**src/inc/scsc_map.vh**
```
// Register map, field positions and timing constants of the switch control slave
`ifndef SCSC_MAP_VH
`define SCSC_MAP_VH

// Slave address: fixed upper six bits, LSB from the select pin
`define SCSC_DEV_ADR_HI 6'h24

// Register offsets
`define SCSC_OFS_FAST 8'h00
`define SCSC_OFS_SIDE 8'h01
`define SCSC_OFS_INSET 8'h10
`define SCSC_OFS_PULSE 8'h11
`define SCSC_OFS_BOOST 8'h13
`define SCSC_OFS_OUTSET 8'h20

// Reset values
`define SCSC_RST_FAST 8'h40
`define SCSC_RST_SIDE 8'h40
`define SCSC_RST_INSET 8'h01
`define SCSC_RST_PULSE 8'h00
`define SCSC_RST_BOOST 8'h00
`define SCSC_RST_OUTSET 8'h03

// Implemented bits of each register
`define SCSC_MSK_FAST 8'h41
`define SCSC_MSK_SIDE 8'h41
`define SCSC_MSK_INSET 8'h01
`define SCSC_MSK_PULSE 8'hFF
`define SCSC_MSK_BOOST 8'hFF
`define SCSC_MSK_OUTSET 8'h0F

// Field positions
`define SCSC_BIT_EN 6
`define SCSC_BIT_PICK 0
`define SCSC_BIT_TERM_IN 0
`define SCSC_BIT_DRIVE 0
`define SCSC_BIT_TERM_OUT 1
`define SCSC_BIT_EMPH_LO 2
`define SCSC_BIT_EMPH_HI 3

// Timing
`define SCSC_CLK_KHZ 125000
`define SCSC_PULSE_MS 100
`define SCSC_UPD_US 10

`endif

```
**src/verilog/scsc_top.v**
```verilog
// Two-wire configuration slave with delayed register application for the link switch
//
// Contract
// Reset low returns every configuration register to its default value.
// Outside logic keeps reset high in normal operation.
// Reset selects input A and starts that register's switching delay.
// Slave address is 100100 plus select-pin level, sent MSB first.
// Write: address, register offset, data; each byte acknowledged.
// After write ack, master stops or repeats start for any transfer.
// Read: repeated start, address with read bit, device acknowledges.
// Device shifts out addressed register MSB first; master acknowledges.
// After read, stop or repeated start; reread needs no offset resend.
// Write effect delayed; delay starts at last data bit's falling clock.
// During open window writes are stored but outputs hold.
// Writes never restart window; window end applies latest values.
// Write after window closed applies at once and opens new window.
// Fast path register at 0x00, default 0x40, enable bit 6, pick bit 0.
// Fast path enable 0 turns channels off into standby; 1 on.
// Fast pick 0 routes A channels, 1 routes B channels.
// Side switch enable 0 disconnects, 1 connects auxiliary lines.
// Side pick 0 connects A auxiliary lines, 1 connects B.
// Pulse register at 0x11, default 0x00, one bit per input channel.
// Every configuration register is readable and writable over the bus.
// Pulse bit set drops that input's termination about 100 ms on switch.
// Boost bit 0 picks 6 dB, 1 picks 12 dB, per input channel.
// Emphasis code 00,01,10,11 selects 0,2,4,6 dB.
// Drive bit 0 selects 10 mA, 1 selects 20 mA.
// Foreign address: no acknowledge, rest of transaction ignored.
// Undefined bits read zero and ignore writes.
`timescale 1ns/1ps
`include "scsc_map.vh"

module scsc_top #(
    parameter [23:0] UPD_CYC = `SCSC_UPD_US * (`SCSC_CLK_KHZ / 1000),
    parameter [23:0] PULSE_CYC = `SCSC_PULSE_MS * `SCSC_CLK_KHZ
) (
    // Clock and reset
    input wire MCLK,
    input wire RESETN,
    // Two-wire bus
    input wire SCL,
    input wire SDA_I,
    output wire SDA_O,
    output wire SDA_OE,
    // Address select strap
    input wire ADDR_SEL,
    // Fast path controls
    output wire FAST_PATH_ENABLE,
    output wire FAST_PATH_SOURCE_PICK,
    // Side switch controls
    output wire SIDE_SWITCH_ENABLE,
    output wire SIDE_SWITCH_SOURCE_PICK,
    // Input channel controls, bits A0..A3, B3..B0
    output wire [7:0] INPUT_TERM_ON,
    output wire [7:0] INPUT_BOOST_BITS,
    // Output controls
    output wire [1:0] OUTPUT_EMPHASIS_LEVEL,
    output wire OUTPUT_TERM_ON,
    output wire OUTPUT_DRIVE_LEVEL
);

    localparam [3:0] ST_IDLE = 4'h0;
    localparam [3:0] ST_DEV = 4'h1;
    localparam [3:0] ST_ACK_DEV = 4'h2;
    localparam [3:0] ST_REG = 4'h3;
    localparam [3:0] ST_ACK_REG = 4'h4;
    localparam [3:0] ST_WDAT = 4'h5;
    localparam [3:0] ST_ACK_WR = 4'h6;
    localparam [3:0] ST_RDAT = 4'h7;
    localparam [3:0] ST_ACK_RD = 4'h8;
    localparam [2:0] IDX_NONE = 3'h7;
    localparam [2:0] NREG = 3'h6;

    function [2:0] reg_idx;
        input [7:0] ofs;
        begin
            case (ofs)
                `SCSC_OFS_FAST: reg_idx = 3'h0;
                `SCSC_OFS_SIDE: reg_idx = 3'h1;
                `SCSC_OFS_INSET: reg_idx = 3'h2;
                `SCSC_OFS_PULSE: reg_idx = 3'h3;
                `SCSC_OFS_BOOST: reg_idx = 3'h4;
                `SCSC_OFS_OUTSET: reg_idx = 3'h5;
                default: reg_idx = IDX_NONE;
            endcase
        end
    endfunction

    function [7:0] reg_mask;
        input [2:0] idx;
        begin
            case (idx)
                3'h0: reg_mask = `SCSC_MSK_FAST;
                3'h1: reg_mask = `SCSC_MSK_SIDE;
                3'h2: reg_mask = `SCSC_MSK_INSET;
                3'h3: reg_mask = `SCSC_MSK_PULSE;
                3'h4: reg_mask = `SCSC_MSK_BOOST;
                3'h5: reg_mask = `SCSC_MSK_OUTSET;
                default: reg_mask = 8'h00;
            endcase
        end
    endfunction

    function [7:0] reg_rst;
        input [2:0] idx;
        begin
            case (idx)
                3'h0: reg_rst = `SCSC_RST_FAST;
                3'h1: reg_rst = `SCSC_RST_SIDE;
                3'h2: reg_rst = `SCSC_RST_INSET;
                3'h3: reg_rst = `SCSC_RST_PULSE;
                3'h4: reg_rst = `SCSC_RST_BOOST;
                3'h5: reg_rst = `SCSC_RST_OUTSET;
                default: reg_rst = 8'h00;
            endcase
        end
    endfunction

    // Pin synchronisers
    reg scl_m_q, scl_s_q, scl_p_q;
    reg sda_m_q, sda_s_q, sda_p_q;
    reg adr_m_q, adr_s_q;

    always @(posedge MCLK) begin
        if (!RESETN) begin
            scl_m_q <= 1'b1;
            scl_s_q <= 1'b1;
            scl_p_q <= 1'b1;
            sda_m_q <= 1'b1;
            sda_s_q <= 1'b1;
            sda_p_q <= 1'b1;
            adr_m_q <= 1'b0;
            adr_s_q <= 1'b0;
        end else begin
            scl_m_q <= SCL;
            scl_s_q <= scl_m_q;
            scl_p_q <= scl_s_q;
            sda_m_q <= SDA_I;
            sda_s_q <= sda_m_q;
            sda_p_q <= sda_s_q;
            adr_m_q <= ADDR_SEL;
            adr_s_q <= adr_m_q;
        end
    end

    wire scl_rise = scl_s_q & ~scl_p_q;
    wire scl_fall = ~scl_s_q & scl_p_q;
    wire bus_start = scl_s_q & scl_p_q & sda_p_q & ~sda_s_q;
    wire bus_stop = scl_s_q & scl_p_q & ~sda_p_q & sda_s_q;

    // Register storage: written value, applied value, window counter
    reg [7:0] shadow_q [0:5];
    reg [7:0] appl_q [0:5];
    reg [23:0] win_q [0:5];

    // Serial engine
    reg [3:0] state_q;
    reg [3:0] cnt_q;
    reg [7:0] sr_q;
    reg [7:0] ptr_q;
    reg [7:0] tx_q;
    reg rw_q;
    reg nack_q;
    reg oe_q;
    reg wr_stb_q;
    reg [7:0] wdat_q;

    wire [2:0] ptr_idx = reg_idx(ptr_q);
    wire [7:0] rd_val = (ptr_idx == IDX_NONE) ? 8'h00 : shadow_q[ptr_idx];

    // Open drain: only ever pulls low
    assign SDA_O = 1'b0;
    assign SDA_OE = oe_q;

    always @(posedge MCLK) begin
        if (!RESETN) begin
            state_q <= ST_IDLE;
            cnt_q <= 4'h0;
            sr_q <= 8'h00;
            ptr_q <= 8'h00;
            tx_q <= 8'h00;
            rw_q <= 1'b0;
            nack_q <= 1'b1;
            oe_q <= 1'b0;
            wr_stb_q <= 1'b0;
            wdat_q <= 8'h00;
        end else begin
            wr_stb_q <= 1'b0;
            if (bus_start) begin
                state_q <= ST_DEV;
                cnt_q <= 4'h0;
                oe_q <= 1'b0;
            end else if (bus_stop) begin
                state_q <= ST_IDLE;
                oe_q <= 1'b0;
            end else if (scl_rise) begin
                case (state_q)
                    ST_DEV, ST_REG, ST_WDAT: begin
                        sr_q <= {sr_q[6:0], sda_s_q};
                        cnt_q <= cnt_q + 4'h1;
                    end
                    ST_RDAT: cnt_q <= cnt_q + 4'h1;
                    ST_ACK_RD: nack_q <= sda_s_q;
                    default: ;
                endcase
            end else if (scl_fall) begin
                case (state_q)
                    ST_DEV: begin
                        if (cnt_q == 4'h8) begin
                            if (sr_q[7:1] == {`SCSC_DEV_ADR_HI, adr_s_q}) begin
                                oe_q <= 1'b1;
                                rw_q <= sr_q[0];
                                state_q <= ST_ACK_DEV;
                            end else begin
                                state_q <= ST_IDLE;
                            end
                        end
                    end
                    ST_ACK_DEV: begin
                        cnt_q <= 4'h0;
                        if (rw_q) begin
                            // Reread keeps the last offset
                            tx_q <= rd_val;
                            oe_q <= ~rd_val[7];
                            state_q <= ST_RDAT;
                        end else begin
                            oe_q <= 1'b0;
                            state_q <= ST_REG;
                        end
                    end
                    ST_REG: begin
                        if (cnt_q == 4'h8) begin
                            ptr_q <= sr_q;
                            oe_q <= 1'b1;
                            state_q <= ST_ACK_REG;
                        end
                    end
                    ST_ACK_REG: begin
                        oe_q <= 1'b0;
                        cnt_q <= 4'h0;
                        state_q <= ST_WDAT;
                    end
                    ST_WDAT: begin
                        if (cnt_q == 4'h8) begin
                            wr_stb_q <= 1'b1;
                            wdat_q <= sr_q;
                            oe_q <= 1'b1;
                            state_q <= ST_ACK_WR;
                        end
                    end
                    ST_ACK_WR: begin
                        // Only a start or stop may follow
                        oe_q <= 1'b0;
                        state_q <= ST_IDLE;
                    end
                    ST_RDAT: begin
                        if (cnt_q == 4'h8) begin
                            oe_q <= 1'b0;
                            state_q <= ST_ACK_RD;
                        end else begin
                            tx_q <= {tx_q[6:0], 1'b0};
                            oe_q <= ~tx_q[6];
                        end
                    end
                    ST_ACK_RD: begin
                        cnt_q <= 4'h0;
                        if (nack_q) begin
                            state_q <= ST_IDLE;
                        end else begin
                            tx_q <= rd_val;
                            oe_q <= ~rd_val[7];
                            state_q <= ST_RDAT;
                        end
                    end
                    default: oe_q <= 1'b0;
                endcase
            end
        end
    end

    // Delayed application, one window per register
    wire [2:0] wr_idx = reg_idx(ptr_q);
    integer i;

    always @(posedge MCLK) begin
        for (i = 0; i < NREG; i = i + 1) begin
            if (!RESETN) begin
                shadow_q[i] <= reg_rst(i[2:0]);
                appl_q[i] <= reg_rst(i[2:0]);
                win_q[i] <= (i == 0) ? UPD_CYC : 24'h000000;
            end else if (wr_stb_q && wr_idx == i[2:0]) begin
                shadow_q[i] <= wdat_q & reg_mask(i[2:0]);
                if (win_q[i] == 24'h000000) begin
                    appl_q[i] <= wdat_q & reg_mask(i[2:0]);
                    win_q[i] <= UPD_CYC;
                end
                // Open window keeps counting down, not restarted
                else begin
                    win_q[i] <= win_q[i] - 24'h000001;
                    if (win_q[i] == 24'h000001) begin
                        appl_q[i] <= wdat_q & reg_mask(i[2:0]);
                    end
                end
            end else if (win_q[i] != 24'h000000) begin
                win_q[i] <= win_q[i] - 24'h000001;
                if (win_q[i] == 24'h000001) begin
                    appl_q[i] <= shadow_q[i];
                end
            end
        end
    end

    // Termination pulse on each applied fast path source change
    reg pick_p_q;
    reg [23:0] pulse_q;
    wire fast_pick = appl_q[0][`SCSC_BIT_PICK];

    always @(posedge MCLK) begin
        if (!RESETN) begin
            pick_p_q <= 1'b0;
            pulse_q <= 24'h000000;
        end else begin
            pick_p_q <= fast_pick;
            if (pick_p_q != fast_pick) begin
                pulse_q <= PULSE_CYC;
            end else if (pulse_q != 24'h000000) begin
                pulse_q <= pulse_q - 24'h000001;
            end
        end
    end

    // Limitation: pulse length fixed by parameter, not trimmed
    wire [7:0] pulse_drop = (pulse_q != 24'h000000) ? appl_q[3] : 8'h00;

    assign FAST_PATH_ENABLE = appl_q[0][`SCSC_BIT_EN];
    assign FAST_PATH_SOURCE_PICK = fast_pick;
    assign SIDE_SWITCH_ENABLE = appl_q[1][`SCSC_BIT_EN];
    assign SIDE_SWITCH_SOURCE_PICK = appl_q[1][`SCSC_BIT_PICK];
    assign INPUT_TERM_ON = {8{appl_q[2][`SCSC_BIT_TERM_IN]}} & ~pulse_drop;
    assign INPUT_BOOST_BITS = appl_q[4];
    assign OUTPUT_EMPHASIS_LEVEL = appl_q[5][`SCSC_BIT_EMPH_HI:`SCSC_BIT_EMPH_LO];
    assign OUTPUT_TERM_ON = appl_q[5][`SCSC_BIT_TERM_OUT];
    assign OUTPUT_DRIVE_LEVEL = appl_q[5][`SCSC_BIT_DRIVE];

endmodule

```
**config.mk**
```make
export PLATFORM = sky130hd
export DESIGN_NAME = scsc_top
export DESIGN_NICKNAME = d
export VERILOG_FILES = /design/src/verilog/scsc_top.v
export VERILOG_INCLUDE_DIRS = /design/src /design/src/inc
export SDC_FILE = /design/constraint.sdc
export NUM_CORES = 1
export LEC_CHECK = 0
export BUFFER_PORTS_ARGS = -buffer_cell sky130_fd_sc_hd__buf_2
export CAP_MARGIN = 20
export CELL_PAD_IN_SITES_DETAIL_PLACEMENT = 1
export CELL_PAD_IN_SITES_GLOBAL_PLACEMENT = 1
export CORE_ASPECT_RATIO = 0.6
export CORE_UTILIZATION = 45
export DETAILED_ROUTE_END_ITERATION = 10
export GPL_TIMING_DRIVEN = 0
export PLACE_DENSITY_LB_ADDON = 0.15
export REMOVE_ABC_BUFFERS = 1
export SYNTH_ARGS = -nofsm -noshare
export SYNTH_HDL_FRONTEND = slang
export SYNTH_SLANG_ARGS = --single-unit
```
**constraint.sdc**
```tcl
create_clock -name MCLK -period 3.38 [get_ports MCLK]
set_clock_uncertainty 0.15 [all_clocks]
set_input_delay 1.014 -clock MCLK [delete_from_list [all_inputs] [get_ports MCLK]]
set_output_delay 1.014 -clock MCLK [all_outputs]
set_load 0.01 [all_outputs]
```
==> Implementation_results.wiki <==
{| class="wikitable"
! Metric !! Value
|-
| Setup repair after global routing missed its margin || yes
|-
| Final total power || 11.6 mW
|-
| Routability Congestion || 0.850
|-
| IR Drop Worst-Case VDD || 372 uV
|-
| Start point of the worst hold path || scl_m_q$_SDFF_PN1_
|-
| Fraction of registers with async set/reset || 0%
|-
| Clock period minus worst slack || 3.36 ns
|-
| # setup viols final || 0
|-
| Die area || 0.0321 mm^2
|-
| Transition time at the pin with the least slew margin || 1.01 ns
|-
| Port Buffers || 29
|-
| Buf/Inv on CP || 1
|-
| Yosys warns || 0
|-
| Utilization of the core after routing || 52.3%
|-
| Initial Util || 46.4%
|-
| Final hold violations || 0
|-
| Number of search-and-repair iterations in the first detailed-routing pass || 5
|-
| Largest net degree at the start of global routing || 44
|-
| Placeable core area || 0.0304 mm^2
|-
| Violation count after the first detailed-routing iteration || 740
|-
| Worst R2R Setup Slack || 0.12 ns
|-
| Global route overflow || 0
|-
| Status || complete, no violations
|-
| Post-CTS Hold Buffers || 0
|-
| Period utilization || 99.3%
|-
| Most numerous cell in the Yosys netlist || sky130_fd_sc_hd__nor2_1
|-
| TritonCTS clock tree || done
|-
| Synth cell types || 69
|-
| Setup TNS || 0 ns
|-
| Share of cells above drive strength 1 || 11.1%
|-
| Wire length per cell after detailed routing || 19.4 um
|-
| Post-Synthesis Cell Area || 0.0141 mm^2
|-
| Total track usage || 22.2%
|-
| Routed WL || 35,400 um
|-
| Number of instances in the synthesized netlist || 1,377
|-
| Via count normalized by instance count || 5.75
|-
| Worst r2r path cells || 5
|-
| Root Driver || sky130_fd_sc_hd__clkbuf_16
|-
| Leading cell types by count after synthesis || 203 x sky130_fd_sc_hd__nor2_1, 194 x sky130_fd_sc_hd__edfxtp_1, 84 x sky130_fd_sc_hd__xnor2_1, 76 x sky130_fd_sc_hd__dfxtp_1, 72 x sky130_fd_sc_hd__nand2_1
|-
| Terminating pin of the worst hold path || scl_s_q$_SDFF_PN1_
|-
| H-tree depth || 1
|-
| Total CTS buffers || 27
|-
| DR DRC count || 0
|-
| Arrival @ worst endpoint || 2.19 ns
|-
| Cell taking the most area after synthesis || sky130_fd_sc_hd__edfxtp_1
|-
| Mapped Avg Cell Area || 10.2 um^2
|-
| Fraction of the yosys area taken by sequential cells || 52.1%
|-
| Largest stage delay on the critical path || 0.50 ns
|-
| Worst skew pair latency || 0.56 ns
|-
| Pwr Density || 730 mW/mm^2
|-
| Endpoint class of the critical path || primary output
|-
| Number of flops mapped to enable cells by yosys || 194
|-
| Crit path max-delay family || simple AND/OR/NAND/NOR gates
|-
| Longest Clk Path Bufs || 3
|-
| Number of standard-cell rows in the floorplan || 49
|-
| Die X-Extent || 231 um
|-
| Wire length of the first global-routing pass || 57,900 um
|-
| Synth Flop Type || sky130_fd_sc_hd__edfxtp_1
|-
| Critical Path, Cell by Cell || nor4_4 > and4_4 > nand2_8 > a21boi_2 > buf_2
|-
| Leakage component of the power || 6.05 nW
|-
| Antenna violations before repair || 0
|-
| Largest cells by area after synthesis || sky130_fd_sc_hd__edfxtp_1 41%, sky130_fd_sc_hd__dfxtp_1 11%, sky130_fd_sc_hd__nor2_1 5.4%
|-
| Class of the tightest hold or removal check || reg2reg
|-
| DIE HEIGHT || 139 um
|-
| Placed wire-length estimate || 24,000 um
|-
| Number of maximum-capacitance constraint violations || 0
|-
| Final-layout worst hold slack || 0.256 ns
|-
| Synth-to-Final Area Change || 12.7%
|-
| Worst hold path cell count || 1
|-
| Max Clk Rate || 0.298 GHz
|-
| Crit-path slowest cell || sky130_fd_sc_hd__nor4_4
|-
| ANT nets after route || 0
|-
| Via count of the first global-routing pass || 10,600
|-
| Maximum fanout along the worst path || 6
|-
| Nature of the critical path startpoint || flop
|-
| Sink Count || 270
|-
| Number of nets at the end of the flow || 1,432
|-
| Kind of critical path || reg2out
|-
| Capturing point of the worst reg2reg path || appl_q[2][9]$_DFFE_PP_
|-
| Number of max-slew violations in the final report || 0
|-
| Clock transition at path regs || 0.07 ns
|-
| FF-to-FF Start || win_q[5][18]$_DFFE_PP_
|-
| #FFs+latches synth || 270
|-
| Normalized max-slew margin || 31.9%
|-
| Antenna diode count || 0
|-
| Share of the synthesized area in the top cell type || 41.3%
|-
| IO Count || 31
|-
| Vias || 10,500
|-
| Required time of the worst setup path || 2.22 ns
|}
per-layer routing:
metal	track usage [%]	vias up	part of all wire [%]
li1	-	5079	-
met1	33.7	5216	51
met2	33.3	180	43
met3	3.80	40	4.3
met4	3.90	0	1.4
met5	0	-	0
worst max path at each step:
stage                                         from                      to  slack [ns]  cells after the start
after floorplan              win_q[0][6]$_DFFE_PP_   win_q[0][0]$_DFFE_PP_       -0.13                      4
after detailed placement  pulse_q[17]$_SDFFE_PN0P_        INPUT_TERM_ON[1]       -0.96                      5
after CTS                 pulse_q[20]$_SDFFE_PN0P_        INPUT_TERM_ON[7]      -0.004                      6
after global routing      pulse_q[18]$_SDFFE_PN0P_        INPUT_TERM_ON[1]       -0.05                      6
after global placement                      RESETN  win_q[3][14]$_DFFE_PP_       -1.81                      4
final                     pulse_q[10]$_SDFFE_PN0P_        INPUT_TERM_ON[7]        0.02                      5
repair_timing:
| item | 4_1_cts | 5_1_grt |
|---|---|---|
| gates cloned | 0 | 1 |
| buffers inserted | 6 | 9 |
| pin swaps | 2 | 12 |
| gates resized for setup | 39 | 19 |
| setup endpoints to repair | 120 | 142 |
where the power goes:
group	internal (mW)	leakage, nW	total, mW	switching, mW
combinational	1.50	2.86	3.69	2.19
sequential	4.36	2.79	4.95	0.590
clock	1.64	0.400	2.98	1.33
total	7.50	6.05	11.6	4.11
per-stage QoR:
stage / setup WS, ns / cells / area [um^2]
global placement: -1.81 / 1753 / 14500
CTS: -0.00360 / 1818 / 15700
global route: -0.0478 / 1828 / 15900
floorplan: -0.135 / 1316 / 13900
detailed placement: -0.956 / 1764 / 14700
finish: 0.0229 / 1828 / 15900
layout by cell type, fill, tap and decap left out, types with 5 or more instances in the layout:
cell type	count
sky130_fd_sc_hd__mux2_2	5
sky130_fd_sc_hd__clkbuf_16	27
sky130_fd_sc_hd__nand3b_1	12
sky130_fd_sc_hd__nand3_1	35
sky130_fd_sc_hd__nand2b_1	23
sky130_fd_sc_hd__xor2_1	56
sky130_fd_sc_hd__inv_1	41
sky130_fd_sc_hd__nor4_4	7
sky130_fd_sc_hd__a21boi_2	8
sky130_fd_sc_hd__o31ai_1	8
sky130_fd_sc_hd__mux2i_1	30
sky130_fd_sc_hd__o211ai_1	5
sky130_fd_sc_hd__o21a_1	7
sky130_fd_sc_hd__and2_1	13
sky130_fd_sc_hd__xnor2_1	84
sky130_fd_sc_hd__or3_1	35
sky130_fd_sc_hd__clkinv_2	5
sky130_fd_sc_hd__a21oi_1	47
sky130_fd_sc_hd__edfxtp_1	194
sky130_fd_sc_hd__a311oi_1	5
sky130_fd_sc_hd__and3_1	15
sky130_fd_sc_hd__dfxtp_1	75
sky130_fd_sc_hd__nor2b_1	5
sky130_fd_sc_hd__o21ai_0	43
sky130_fd_sc_hd__a31oi_1	6
sky130_fd_sc_hd__a211oi_1	6
sky130_fd_sc_hd__a22o_1	18
sky130_fd_sc_hd__buf_4	16
sky130_fd_sc_hd__nor3_1	51
sky130_fd_sc_hd__ha_1	25
sky130_fd_sc_hd__or4_1	19
sky130_fd_sc_hd__buf_2	31
sky130_fd_sc_hd__nand4_1	20
sky130_fd_sc_hd__or2_2	11
sky130_fd_sc_hd__nand2_1	70
sky130_fd_sc_hd__nor4_1	45
sky130_fd_sc_hd__nor2_1	203
sky130_fd_sc_hd__nand4b_1	6
sky130_fd_sc_hd__clkbuf_1	7
kinds of logic (layout without fill, tap and decap cells):
kind of cell	Yosys count	after routing	share of synthesized area, %
AO/OA/AOI/OAI	196	196	9.26
flip-flops	270	270	52.1
XOR/XNOR	140	140	8.69
adder cells (fa/ha/maj)	26	26	2.31
AND/OR/NAND/NOR	605	606	22.3
other	1	1	0.0266
buffers and inverters	104	146	2.84
multiplexers	35	35	2.53
cell type report:
cell class	count	area, um^2
flip-flops and latches	270	7350
well taps	408	510
repair buffers	55	423
clock buffers	35	716
multi-input cells	1004	6620
inverters	43	161
clock inverters	13	120
fillers	3348	14500
state kept, by name (all words and copies together), names as in the netlist, 4 cells and up:
name / count
appl_q: 25
state_q: 4
cnt_q: 4
ptr_q: 8
sr_q: 8
win_q: 144
pulse_q: 24
tx_q: 7
wdat_q: 8
shadow_q: 25
No activity file was read; power rests on OpenSTA's default activity.
